===== src/core/rsbw_pkg.sv =====
// shared constants and types for the slow buffered remote write block
package rsbw_pkg;

  // apb register byte offsets
  localparam logic [7:0] RSBW_OFS_DEVICE_CONFIG = 8'h00;  // wait counts
  localparam logic [7:0] RSBW_OFS_REMOTE_CONFIG = 8'h04;  // memory select, lockout
  localparam logic [7:0] RSBW_OFS_STATUS = 8'h08;  // fsm state, flags
  localparam logic [7:0] RSBW_OFS_PROGRAM_COUNTER = 8'h0C;  // program counter
  localparam logic [7:0] RSBW_OFS_INSTR_WORD = 8'h10;  // last assembled word

  // device config field positions
  localparam int RSBW_DW_LSB = 0;  // data wait count, 3 bits
  localparam int RSBW_IW_LSB = 3;  // instruction wait count, 2 bits
  // remote config field positions
  localparam int RSBW_MS_LSB = 0;  // memory select, 2 bits
  localparam int RSBW_LOR_BIT = 2;  // remote lockout
  // status field positions
  localparam int RSBW_ST_STATE_LSB = 0;  // fsm state, 4 bits
  localparam int RSBW_ST_HIB_BIT = 4;  // high byte pending
  localparam int RSBW_ST_PEND_BIT = 5;  // config change pending
  localparam int RSBW_ST_INSTR_LOW_HOLDING_LSB = 8;  // low holding byte

  // reset values
  localparam logic [2:0] RSBW_RST_DATA_WAIT = 3'h0;  // no data waits
  localparam logic [1:0] RSBW_RST_INSTR_WAIT = 2'h0;  // no instruction waits
  localparam logic [1:0] RSBW_RST_MEM_SELECT = 2'h0;  // data memory
  localparam logic RSBW_RST_LOCKOUT = 1'b0;  // remote allowed
  localparam logic [15:0] RSBW_RST_PC = 16'h0000;  // program counter

  // memory select encodings
  localparam logic [1:0] RSBW_MS_DATA = 2'h0;  // data memory
  localparam logic [1:0] RSBW_MS_INSTR = 2'h1;  // instruction memory
  localparam logic [1:0] RSBW_MS_PC_LOW = 2'h2;  // program counter low
  localparam logic [1:0] RSBW_MS_PC_HIGH = 2'h3;  // program counter high

  // remote access machine states
  typedef enum logic [3:0] {
    RSBW_IDLE1, RSBW_IDLE2, RSBW_IDLE3, RSBW_STB, RSBW_STC,
    RSBW_D_RIC, RSBW_D_PCL, RSBW_D_PCH, RSBW_D_DATA_MEMORY, RSBW_D_ILO, RSBW_D_IHI,
    RSBW_ST_E, RSBW_ST_F
  } rsbw_state_type;

endpackage


===== src/core/rsbw_remote_write.sv =====
// remote access machine, slow buffered write path, with apb registers
`timescale 1ns/1ps

module rsbw_remote_write
  import rsbw_pkg::*;
(
  input wire logic CLK_SYS,  // system clock, 125 MHz
  input wire logic RSTN,  // sync reset, active low
  // apb slave
  input wire logic PSEL,  // apb select
  input wire logic PENABLE,  // apb access phase
  input wire logic PWRITE,  // apb direction
  input wire logic [7:0] PADDR,  // apb byte address
  input wire logic [31:0] PWDATA,  // apb write data
  output logic [31:0] PRDATA,  // apb read data
  output logic PREADY,  // apb ready
  output logic PSLVERR,  // apb error, unmapped
  // remote host pins
  input wire logic REMOTE_ACCESS_ENABLE,  // host access enable, high
  input wire logic REMOTE_WRITE_STROBE_N,  // host write strobe, low
  input wire logic COMMAND_SELECT,  // high targets config register
  input wire logic WAIT_N,  // external wait, low extends
  input wire logic LOCK_N,  // external lock, high lets local in
  input wire logic [7:0] AD_IN,  // multiplexed bus, input side
  output logic [7:0] AD_OUT,  // multiplexed bus, output side
  output logic AD_OE,  // device drives multiplexed bus
  output logic ADDR_OE,  // device drives address bus
  output logic TRANSFER_ACKNOWLEDGE,  // low holds the host
  output logic LOCAL_BUS_OWNER_N,  // high while host owns buses
  output logic DATA_WRITE_N,  // data memory write strobe
  output logic INSTR_MEM_WRITE_STROBE_N,  // instruction write strobe
  output logic [15:0] INSTR_WORD,  // assembled instruction word
  output logic [15:0] PROGRAM_COUNTER,  // program counter
  // timing control unit
  input wire logic LOCAL_BUS_REQUEST,  // local data memory request
  output logic LOCAL_BUS_GRANT,  // local access granted
  output logic LOCAL_WAIT  // holds cpu in remote wait
);

  // pin synchronisers, two stages each
  logic [12:0] pin_meta;  // first stage, read only by second
  logic [12:0] pin_sync;  // second stage
  logic enable_s;  // synced access enable
  logic strobe_n_s;  // synced write strobe
  logic cmd_s;  // synced command select
  logic wait_n_s;  // synced wait
  logic lock_n_s;  // synced lock
  logic [7:0] ad_s;  // synced bus data

  // machine and configuration state
  rsbw_state_type state;  // current state
  rsbw_state_type next_state;  // next state
  logic request;  // remote write request
  logic [2:0] data_wait_count;  // programmed data waits
  logic [1:0] instr_wait_count;  // programmed instruction waits
  logic [1:0] memory_select;  // active target select
  logic remote_lockout;  // active lockout
  logic [2:0] pend_config;  // remote written config, not yet live
  logic pend_valid;  // config change waiting
  logic high_byte_pending;  // next instruction byte is high
  logic [7:0] instr_low_holding;  // held low instruction byte
  logic instr_target;  // current access is instruction memory
  logic high_target;  // current access is the high byte
  logic data_done;  // data waits elapsed
  logic instr_done;  // instruction waits elapsed
  logic waits_done;  // waits of current target elapsed
  logic apb_access;  // apb access phase, not yet answered
  logic apb_wr_ric;  // apb write to remote config

  // two flop capture of all pin inputs
  always_ff @(posedge CLK_SYS) begin
    if (!RSTN) begin
      pin_meta <= 13'h1C00;
      pin_sync <= 13'h1C00;
    end else begin
      pin_meta <= {REMOTE_WRITE_STROBE_N, LOCK_N, WAIT_N, COMMAND_SELECT, REMOTE_ACCESS_ENABLE, AD_IN};
      pin_sync <= pin_meta;
    end
  end

  assign ad_s = pin_sync[7:0];
  assign enable_s = pin_sync[8];
  assign cmd_s = pin_sync[9];
  assign wait_n_s = pin_sync[10];
  assign lock_n_s = pin_sync[11];
  assign strobe_n_s = pin_sync[12];

  // request formed from enable and strobe
  // and of both pins
  assign request = enable_s & ~strobe_n_s;

  // waits counted for memory targets only, pc and config take none
  assign waits_done = (state == RSBW_D_DATA_MEMORY) ? data_done :
    ((state == RSBW_D_ILO || state == RSBW_D_IHI) ? instr_done : 1'b1);

  rsbw_wait_counter u_data_wait (
    .CLK_SYS(CLK_SYS),
    .RSTN(RSTN),
    .load(state == RSBW_STC),
    .load_value(data_wait_count),
    .run(state == RSBW_D_DATA_MEMORY),
    .done(data_done)
  );

  rsbw_wait_counter u_instr_wait (
    .CLK_SYS(CLK_SYS),
    .RSTN(RSTN),
    .load(state == RSBW_STC),
    .load_value({1'b0, instr_wait_count}),
    .run(state == RSBW_D_ILO || state == RSBW_D_IHI),
    .done(instr_done)
  );

  // next state of the remote access machine
  always_comb begin
    next_state = state;
    case (state)
      RSBW_IDLE1, RSBW_IDLE2, RSBW_IDLE3: begin
        if (!request) begin
          next_state = RSBW_IDLE1;
        // park while locked out or locally granted
        end else if (remote_lockout || LOCAL_BUS_GRANT) begin
          next_state = RSBW_IDLE2;
        end else if (!LOCAL_BUS_REQUEST) begin
          next_state = RSBW_STB;
        end else begin
          next_state = (state == RSBW_IDLE3) ? RSBW_IDLE1 : state;
        end
      end
      RSBW_STB: begin
        next_state = RSBW_STC;
      end
      RSBW_STC: begin
        if (cmd_s) begin
          next_state = RSBW_D_RIC;
        end else begin
          case (memory_select)
            RSBW_MS_PC_LOW: next_state = RSBW_D_PCL;
            RSBW_MS_PC_HIGH: next_state = RSBW_D_PCH;
            RSBW_MS_DATA: next_state = RSBW_D_DATA_MEMORY;
            default: next_state = high_byte_pending ? RSBW_D_IHI : RSBW_D_ILO;
          endcase
        end
      end
      RSBW_D_RIC, RSBW_D_PCL, RSBW_D_PCH, RSBW_D_DATA_MEMORY, RSBW_D_ILO, RSBW_D_IHI: begin
        // external wait stretches the D state
        if (waits_done && wait_n_s) begin
          next_state = RSBW_ST_E;
        end
      end
      RSBW_ST_E: begin
        // loop until the host lets go
        if (!request) begin
          next_state = RSBW_ST_F;
        end
      end
      RSBW_ST_F: begin
        // F always leads to idle three
        next_state = RSBW_IDLE3;
      end
      default: begin
        next_state = RSBW_IDLE1;
      end
    endcase
  end

  // state register
  always_ff @(posedge CLK_SYS) begin
    if (!RSTN) begin
      state <= RSBW_IDLE1;
    end else begin
      state <= next_state;
    end
  end

  // remembers target for the E and F states
  always_ff @(posedge CLK_SYS) begin
    if (!RSTN) begin
      instr_target <= 1'b0;
      high_target <= 1'b0;
    end else if (state == RSBW_STC) begin
      instr_target <= !cmd_s && memory_select == RSBW_MS_INSTR;
      high_target <= !cmd_s && memory_select == RSBW_MS_INSTR && high_byte_pending;
    end
  end

  // local bus grant and cpu wait
  always_ff @(posedge CLK_SYS) begin
    if (!RSTN) begin
      LOCAL_BUS_GRANT <= 1'b0;
      LOCAL_WAIT <= 1'b0;
    end else begin
      // grant in idle with lock high
      LOCAL_BUS_GRANT <= LOCAL_BUS_REQUEST && lock_n_s &&
        (next_state == RSBW_IDLE1 || next_state == RSBW_IDLE2 || next_state == RSBW_IDLE3);
      LOCAL_WAIT <= LOCAL_BUS_REQUEST &&
        !(next_state == RSBW_IDLE1 || next_state == RSBW_IDLE2 || next_state == RSBW_IDLE3);
    end
  end

  // acknowledge towards the host
  always_ff @(posedge CLK_SYS) begin
    if (!RSTN) begin
      TRANSFER_ACKNOWLEDGE <= 1'b1;
    end else if (next_state == RSBW_ST_E) begin
      TRANSFER_ACKNOWLEDGE <= request;
    end else begin
      // low as soon as request seen
      TRANSFER_ACKNOWLEDGE <= !request || next_state == RSBW_ST_F ||
        (next_state == RSBW_IDLE3) || (state == RSBW_ST_E);
    end
  end

  // bus ownership and drive enables
  always_ff @(posedge CLK_SYS) begin
    if (!RSTN) begin
      LOCAL_BUS_OWNER_N <= 1'b0;
      ADDR_OE <= 1'b1;
      AD_OE <= 1'b1;
    end else begin
      // owner high from C through F
      // owner low again in idle three
      LOCAL_BUS_OWNER_N <= next_state inside {RSBW_STC, RSBW_D_RIC, RSBW_D_PCL, RSBW_D_PCH,
        RSBW_D_DATA_MEMORY, RSBW_D_ILO, RSBW_D_IHI, RSBW_ST_E, RSBW_ST_F};
      // released on entering B, host data synced by D
      ADDR_OE <= next_state == RSBW_IDLE1 || next_state == RSBW_IDLE2;
      AD_OE <= next_state == RSBW_IDLE1 || next_state == RSBW_IDLE2;
    end
  end

  // memory write strobes
  always_ff @(posedge CLK_SYS) begin
    if (!RSTN) begin
      DATA_WRITE_N <= 1'b1;
      INSTR_MEM_WRITE_STROBE_N <= 1'b1;
    end else begin
      DATA_WRITE_N <= next_state != RSBW_D_DATA_MEMORY;
      // strobe from C on high byte
      // held through the high byte D state
      INSTR_MEM_WRITE_STROBE_N <= !((next_state == RSBW_STC && !cmd_s &&
        memory_select == RSBW_MS_INSTR && high_byte_pending) || next_state == RSBW_D_IHI);
    end
  end

  // instruction byte holding and word assembly
  always_ff @(posedge CLK_SYS) begin
    if (!RSTN) begin
      instr_low_holding <= 8'h00;
      INSTR_WORD <= 16'h0000;
    end else if (state == RSBW_D_ILO) begin
      instr_low_holding <= ad_s;
    end else if (state == RSBW_D_IHI) begin
      INSTR_WORD <= {ad_s, instr_low_holding};
    end
  end

  // high byte pending flag
  always_ff @(posedge CLK_SYS) begin
    if (!RSTN) begin
      high_byte_pending <= 1'b0;
    end else if (state == RSBW_ST_F && instr_target) begin
      high_byte_pending <= ~high_byte_pending;
    end else if ((apb_wr_ric && PWDATA[RSBW_MS_LSB +: 2] == RSBW_MS_INSTR) ||
                 (state == RSBW_IDLE3 && pend_valid && pend_config[1:0] == RSBW_MS_INSTR)) begin
      // select 01 write resets the boundary
      high_byte_pending <= 1'b0;
    end
  end

  // program counter
  always_ff @(posedge CLK_SYS) begin
    if (!RSTN) begin
      PROGRAM_COUNTER <= RSBW_RST_PC;
    end else if (state == RSBW_D_PCL) begin
      PROGRAM_COUNTER <= {PROGRAM_COUNTER[15:8], ad_s};
    end else if (state == RSBW_D_PCH) begin
      PROGRAM_COUNTER <= {ad_s, PROGRAM_COUNTER[7:0]};
    end else if (state == RSBW_ST_F && high_target) begin
      PROGRAM_COUNTER <= PROGRAM_COUNTER + 16'h0001;
    end
  end

  // remote config: remote writes pend, apb writes apply at once except in RSBW_D_RIC or the idle three apply cycle, where they are lost
  always_ff @(posedge CLK_SYS) begin
    if (!RSTN) begin
      memory_select <= RSBW_RST_MEM_SELECT;
      remote_lockout <= RSBW_RST_LOCKOUT;
      pend_config <= 3'h0;
      pend_valid <= 1'b0;
    end else if (state == RSBW_D_RIC) begin
      pend_config <= ad_s[2:0];
      pend_valid <= 1'b1;
    end else if (state == RSBW_IDLE3 && pend_valid) begin
      // mode change live one state later
      memory_select <= pend_config[1:0];
      remote_lockout <= pend_config[RSBW_LOR_BIT];
      pend_valid <= 1'b0;
    end else if (apb_wr_ric) begin
      memory_select <= PWDATA[RSBW_MS_LSB +: 2];
      remote_lockout <= PWDATA[RSBW_LOR_BIT];
    end
  end

  // device config written by software
  always_ff @(posedge CLK_SYS) begin
    if (!RSTN) begin
      data_wait_count <= RSBW_RST_DATA_WAIT;
      instr_wait_count <= RSBW_RST_INSTR_WAIT;
    end else if (PSEL && PENABLE && PREADY && PWRITE && PADDR == RSBW_OFS_DEVICE_CONFIG) begin
      data_wait_count <= PWDATA[RSBW_DW_LSB +: 3];
      instr_wait_count <= PWDATA[RSBW_IW_LSB +: 2];
    end
  end

  // apb access phase decode, answered one cycle later
  assign apb_access = PSEL && PENABLE && !PREADY;
  // writes land at the edge where ready is seen high
  assign apb_wr_ric = PSEL && PENABLE && PREADY && PWRITE && PADDR == RSBW_OFS_REMOTE_CONFIG;

  // register read mux
  function automatic logic [31:0] read_reg(input logic [7:0] addr);
    logic [31:0] value;
    value = 32'h00000000;
    case (addr)
      RSBW_OFS_DEVICE_CONFIG: begin
        value[RSBW_DW_LSB +: 3] = data_wait_count;
        value[RSBW_IW_LSB +: 2] = instr_wait_count;
      end
      RSBW_OFS_REMOTE_CONFIG: begin
        value[RSBW_MS_LSB +: 2] = memory_select;
        value[RSBW_LOR_BIT] = remote_lockout;
      end
      RSBW_OFS_STATUS: begin
        value[RSBW_ST_STATE_LSB +: 4] = state;
        value[RSBW_ST_HIB_BIT] = high_byte_pending;
        value[RSBW_ST_PEND_BIT] = pend_valid;
        value[RSBW_ST_INSTR_LOW_HOLDING_LSB +: 8] = instr_low_holding;
      end
      RSBW_OFS_PROGRAM_COUNTER: value[15:0] = PROGRAM_COUNTER;
      RSBW_OFS_INSTR_WORD: value[15:0] = INSTR_WORD;
      default: value = 32'h00000000;
    endcase
    return value;
  endfunction

  // address is mapped
  function automatic logic is_mapped(input logic [7:0] addr);
    return addr == RSBW_OFS_DEVICE_CONFIG || addr == RSBW_OFS_REMOTE_CONFIG ||
      addr == RSBW_OFS_STATUS || addr == RSBW_OFS_PROGRAM_COUNTER || addr == RSBW_OFS_INSTR_WORD;
  endfunction

  // apb answer registers
  always_ff @(posedge CLK_SYS) begin
    if (!RSTN) begin
      PREADY <= 1'b0;
      PRDATA <= 32'h00000000;
      PSLVERR <= 1'b0;
    end else begin
      PREADY <= apb_access;
      PSLVERR <= apb_access && !is_mapped(PADDR);
      PRDATA <= (apb_access && !PWRITE) ? read_reg(PADDR) : 32'h00000000;
    end
  end

  // multiplexed bus output: program counter low byte when driven
  always_ff @(posedge CLK_SYS) begin
    if (!RSTN) begin
      AD_OUT <= 8'h00;
    end else begin
      AD_OUT <= PROGRAM_COUNTER[7:0];
    end
  end

endmodule


===== src/core/rsbw_wait_counter.sv =====
// loadable down counter for programmed memory wait states
`timescale 1ns/1ps
module rsbw_wait_counter
  import rsbw_pkg::*;
(
  input wire logic CLK_SYS,  // system clock
  input wire logic RSTN,  // sync reset, active low
  input wire logic load,  // load the count
  input wire logic [2:0] load_value,  // waits to insert
  input wire logic run,  // count down while high
  output logic done  // no waits left
);
  logic [2:0] count;  // waits remaining

  // load, then count down to zero
  always_ff @(posedge CLK_SYS) begin
    if (!RSTN) begin
      count <= 3'h0;
    end else if (load) begin
      count <= load_value;
    end else if (run && count != 3'h0) begin
      count <= count - 3'h1;
    end
  end

  // done once the count has run out
  assign done = (count == 3'h0);
endmodule


===== config.mk =====
export PLATFORM = sky130hd
export DESIGN_NAME = rsbw_remote_write
export DESIGN_NICKNAME = d
export VERILOG_FILES = /design/src/core/rsbw_pkg.sv /design/src/core/rsbw_remote_write.sv /design/src/core/rsbw_wait_counter.sv
export SDC_FILE = /design/constraint.sdc
export NUM_CORES = 1
export LEC_CHECK = 0
export CAP_MARGIN = 20
export CORE_UTILIZATION = 54
export CTS_BUF_LIST = sky130_fd_sc_hd__clkbuf_4 sky130_fd_sc_hd__clkbuf_8 sky130_fd_sc_hd__clkbuf_16
export DETAILED_ROUTE_END_ITERATION = 6
export DONT_BUFFER_PORTS = 1
export PLACE_DENSITY = 0.69
export SETUP_SLACK_MARGIN = 0.3
export SLEW_MARGIN = 20
export SYNTH_ARGS = -nofsm -noshare
export SYNTH_HDL_FRONTEND = slang
export SYNTH_HIERARCHICAL = 1
export SYNTH_SLANG_ARGS = --single-unit

===== constraint.sdc =====
create_clock -name CLK_SYS -period 2.6 [get_ports CLK_SYS]
set_input_delay 0.13 -clock CLK_SYS [delete_from_list [all_inputs] [get_ports CLK_SYS]]
set_output_delay 0.13 -clock CLK_SYS [all_outputs]
set_load 0.005 [all_outputs]

Word level (Yosys, flattened, before mapping):

Cells that the tools add are included.

* bits in latches: 0
* memories kept: 0
* bits in registers: 140
* bits in writable memories: 0
* output and inout port bits: 82
* word-level logic and storage cells: 176
* ROM bits: 0

* reductions and logical operators: 68
* shifts and indexed selects: 0
* bitwise gates (word level): 7
* multipliers: 0
* divide/modulo/power cells: 0
* add/sub/neg operators: 3
* multiplexer cells: 33
* magnitude comparators: 0
* equal/unequal tests: 34

Operators with widths (number)
* $eq A4 B4 Y1 const B: 10
* $eq A4 B3 Y1 const B: 8
* $mux W16: 2
* $mux W4: 7
* $logic_and A1 B1 Y1: 24
* $pmux W4 S6: 1
* $pmux W8 S3: 1
* $add A16 B1 Y16 const B: 1
* $eq A8 B4 Y1 const B: 2
* $pmux W3 S5: 1
* $reduce_bool A2 Y1: 7
* $logic_or A1 B1 Y1: 13
* $eq A4 B2 Y1 const B: 3
* $pmux W4 S3: 1
* $mux W2: 5
* $reduce_and A2 Y1: 5
* $mux W1: 9
* $reduce_bool A9 Y1: 1
* $eq A4 B1 Y1 const B: 2
* $eq A8 B3 Y1 const B: 1
* $eq A8 B5 Y1 const B: 1
* $logic_not A4 Y1: 2
* $logic_not A8 Y1: 1
* $mux W8: 1
* 18 further kinds: 36

Longest topological paths before layout:

* depth after elaboration: 13
* depth in mapped cells: 9

By module:

The synthesis kept the hierarchy.

Modules (own cells, without submodules)
* rsbw_remote_write: area each 5097.4 um^2, cells each 606, instances 1
* rsbw_wait_counter: area each 185.2 um^2, cells each 21, instances 2

Least setup slack after synthesis:

Ideal clock, no wire load.

* path type: flip-flop to flip-flop
* from: register u_data_wait.count[0]
* to: register LOCAL_WAIT
* arrival: 1715 ps
* slack: 768 ps
* stages on the path, launching flop included: 9
* period minus slack after synthesis: 1832 ps
* data required time: 2484 ps
* path through: dfxtp_1 inv_1 ha_1 ha_1 and3_1 o21ai_0 nand4_1 nor2b_1 o211a_1

* word-level cells in the longest chain between the ends: 10

RTL lines
* start: declaration: RTL line rsbw_wait_counter.sv:13 `logic [2:0] count;`
* start signal: assignment: RTL line rsbw_wait_counter.sv:20 `count <= load_value;`
* start signal: assignment: RTL line rsbw_wait_counter.sv:22 `count <= count - 3'h1;`
* $logic_not A3 Y1 *: RTL line rsbw_wait_counter.sv:27 `assign done = (count == 3'h0);`
* net data_done: RTL line rsbw_remote_write.sv:64 `logic data_done;`
* $mux W1 *: RTL line rsbw_remote_write.sv:93 `assign waits_done = (state == RSBW_D_DATA_MEMORY) ? data_done :`
* $logic_and A1 B1 Y1 *: RTL line rsbw_remote_write.sv:147 `if (waits_done && wait_n_s) begin`
* $mux W4 *: RTL line rsbw_remote_write.sv:147
* $pmux W4 S6 *: RTL line rsbw_remote_write.sv:117 `case (state)`
* $eq A4 B1 Y1 or $logic_not A4 Y1 (tied branches): RTL line rsbw_remote_write.sv:197 `!(next_state == RSBW_IDLE1 || next_state == RSBW_IDLE2 || next_state == RSBW_IDLE3);`
* $logic_or A1 B1 Y1: RTL line rsbw_remote_write.sv:197
* $logic_or A1 B1 Y1 *: RTL line rsbw_remote_write.sv:197
* $logic_not A1 Y1 *: RTL line rsbw_remote_write.sv:197
* $logic_and A1 B1 Y1 *: RTL line rsbw_remote_write.sv:196 `LOCAL_WAIT <= LOCAL_BUS_REQUEST &&`
* end signal: assignment: RTL line rsbw_remote_write.sv:196
* end: declaration: RTL line rsbw_remote_write.sv:37 `output logic LOCAL_WAIT`

Mark *: on every way through the listed nets, which the timed path passes. The rest lies on a longest branch.
A chain may end at the register's enable or synchronous reset.

Worst setup path after layout:

* from: register PROGRAM_COUNTER[3]
* to: register PROGRAM_COUNTER[15]

* word-level cells in the longest chain between the ends: 3

RTL lines
* start: declaration: RTL line rsbw_remote_write.sv:33 `output logic [15:0] PROGRAM_COUNTER,`
* start signal: assignment: RTL line rsbw_remote_write.sv:275 `PROGRAM_COUNTER <= {PROGRAM_COUNTER[15:8], ad_s};`
* start signal: assignment: RTL line rsbw_remote_write.sv:277 `PROGRAM_COUNTER <= {ad_s, PROGRAM_COUNTER[7:0]};`
* start signal: assignment: RTL line rsbw_remote_write.sv:279 `PROGRAM_COUNTER <= PROGRAM_COUNTER + 16'h0001;`
* $add A16 B1 Y16: RTL line rsbw_remote_write.sv:279
* $mux W16: RTL line rsbw_remote_write.sv:278 `end else if (state == RSBW_ST_F && high_target) begin`
* $mux W16: RTL line rsbw_remote_write.sv:276 `end else if (state == RSBW_D_PCH) begin`

No other way between the ends. The select of a mux whose other input is x is not followed.

==> impl_metrics.py <==
metrics = {
    "yosys": {
        "synth_largest_area_cell": "dfxtp_1",
        "yosysSeqAreaShare_pct": 45.4,
        "ys_async_sr_fraction_pct": 0,
        "synth_edf_count": 0,
        "synth_top_area_share_pct": 45.4,
        "ys_types": 62,
        "synth.avg_cell_area_um2": 8.44,
        "synth.most_common_cell": "dfxtp_1",
        "synthCells": 648,
        "ys_ff_latch": 124,
        "synth_area_mm2": 0.00547,
        "synth_area_leaders": "dfxtp_1 45%, a21oi_1 5.9%, nor2_1 5.4%, nand2_1 4.5%, and2_1 3.5%",
        "yosysWarnings": 6,
        "synthTopCellsByCount": "124 x dfxtp_1, 78 x nor2_1, 66 x nand2_1, 64 x a21oi_1, 31 x and2_1",
        "synthFlopType": "dfxtp_1",
    },
    "setup_path": {
        "crit_required_ps": 3060,
        "cp-start-kind": "flip-flop",
        "crit_fanout": 8,
        "r2r-start": "PROGRAM_COUNTER[3]",
        "cp-end-kind": "flip-flop",
        "critPathKind": "flip-flop to flip-flop",
        "worstPathArrival_ps": 2520,
        "crit_start": "PROGRAM_COUNTER[3]",
    },
    "route": {
        "drt_iter0_markers": 311,
        "drtAntennaViolNets": 0,
        "remaining_drc_errors": 0,
        "via_per_inst": 5.80,
        "routedWlPerCell_um": 17.1,
        "dr.pass1.iters": 5,
        "totalWireLength_um": 14300,
        "num_vias": 4839,
    },
    "global_route": {
        "grt_max_degree": 53,
        "grt_pass1_wl_um": 22300,
        "grt_pass1_vias": 4488,
        "grt_overflow_total": 0,
        "track_usage_pct": 28.3,
        "antenna_found_initial": 0,
    },
    "placement": {
        "dp_hpwl_um": 9410,
        "gp_congestion": 0.887,
        "portBuffers": 0,
        "post_dp_cell_area_mm2": 0.00553,
    },
    "clock_network": {
        "clk_latency_ps": 530,
        "cts_tree": "built",
        "h-tree-depth": 4,
        "cts.path.max_buffers": 2,
        "clkTransAtPathRegs_ps": 60,
        "cts.sinks": 124,
        "root_buffer": "clkbuf_8",
        "cts_made_buffers": 17,
    },
    "timing": {
        "worstMarginPinSlew_ps": 668,
        "finalMaxSlewViolations": 0,
        "fin_crit_sh_pct": 79.3,
        "finalSetupViolCount": 0,
        "period_minus_slack_ps": 2060,
        "rsz0062_at_grt": "no",
        "slew_headroom_pct": 55.3,
        "fin_skew_ps": 5.88,
        "tns_ps": 0,
        "hold_viol": 0,
        "fmax_ghz": 0.485,
    },
    "die": {
        "die_w_um": 103,
        "fp.dieH_um": 103,
        "start_util_pct": 55.9,
        "pin_count": 141,
        "core_mm2": 0.00977,
        "die_area_mm2": 0.0105,
        "rows": 36,
    },
    "run_status": {
        "status": "finished, final reports clean",
    },
    "pwr": {
        "power_density_mw_per_mm2": 705,
        "vdd_ir_drop_max_uv": 369,
        "leakagePower_nw": 2.27,
    },
    "finish": {
        "fin_util_pct": 67.4,
        "nNetsFinal": 752,
        "antennaDiodeCount": 0,
        "drive_above_1_share_pct": 10.3,
        "areaGrowthSynthToFinish_pct": 20.4,
        "final_area_mm2": 0.00659,
    },
    "run": {
        "cap_violations": 0,
    },
    "worst_hold_path": {
        "holdCritPathClass": "input port to flip-flop",
        "hold_start": "RSTN",
    },
}
## per-stage QoR
step                hold slack, ps  total power, mW  std cells  worst slack [ps]
global placement               214             2.06        763               467
finish                        31.0             4.64        834               539
global route                  29.6             4.79        834               441
floorplan                      231             2.08        664               768
detailed placement             216             2.07        763               434
CTS                           3.89             4.67        833               346
## repair_timing
action	in CTS	in global routing
setup buffers	0	2
resized for setup	0	2
endpoints found under the setup margin	0	24
hold buffers	38	0
endpoints found under the hold margin	69	0
## final timing paths
check	to	slack [ps]	cells past startpoint
min reg2reg	pin_sync[10]	400	1
max reg2reg	PROGRAM_COUNTER[15]	540	6
min	instr_low_holding[4]	30	2
max	PROGRAM_COUNTER[15]	540	6
## cells by family after synthesis
logic type,share of synthesized area [%]
compound gates,18.7
xor+xnor,0.320
fa+ha+maj,1.14
buf+inv,5.74
flops,45.4
mux,3.52
other cells,0.0686
simple gates,25.1
## metal layers
metal,global-route usage [%],part of all wire [%]
met2,43.9,47
met1,35.9,43
met5,0,0
met4,11.9,2.1
met3,9.90,7.9
## worst max-delay path, stage by stage (launching register included)
cell and delay [ps]:
dfxtp_1 530, nand4_1 250, nor4_2 510, nand4_1 200, nor4_1 270, a31oi_1 80
a21oi_1 160
## report_power, final
group / leakage, nW / switching (mW) / internal (mW) / total [mW]
Combinational: 0.942 / 0.0699 / 0.0624 / 0.132
Clock: 0.317 / 0.825 / 1.74 / 2.56
Sequential: 1.01 / 0.0251 / 1.93 / 1.95
## layout make-up
class	instances	area [um2]
Clock buffer	21	463
Clock inverter	11	189
Fill cell	833	3190
Inverter	15	56.3
Multi-Input combinational cell	478	2730
Sequential cell	124	2480
Tap cell	133	166
Timing Repair Buffer	52	493
## flip-flops by register name (all words and copies together) (netlist names), 2 cells and up
signal	count
pend_config	3
instr_low_holding	8
pin_sync	13
u_instr_wait/count	3
INSTR_WORD	16
PROGRAM_COUNTER	16
u_data_wait/count	3
PRDATA	16
state	4
pin_meta	13
memory_select	2
AD_OUT	8
data_wait_count	3
instr_wait_count	2
## cells in the final DEF, fill, tap and decap left out, types with 5 or more instances in the layout
cell type	instances
a211oi_1	6
a21oi_1	64
a22oi_1	22
a31oi_1	7
and2_1	31
and3_1	5
buf_4	15
bufinv_16	5
clkbuf_16	16
conb_1	17
dfxtp_1	123
dlygate4sd3_1	36
ha_1	5
inv_1	13
mux2i_1	17
nand2_1	66
nand2b_1	14
nand3_1	19
nand3b_1	6
nor2_1	77
nor2b_1	9
nor3_1	10
nor4_1	5
o211ai_1	6
o21ai_0	26
o21ai_1	5
(Power assumes the default switching activity.)
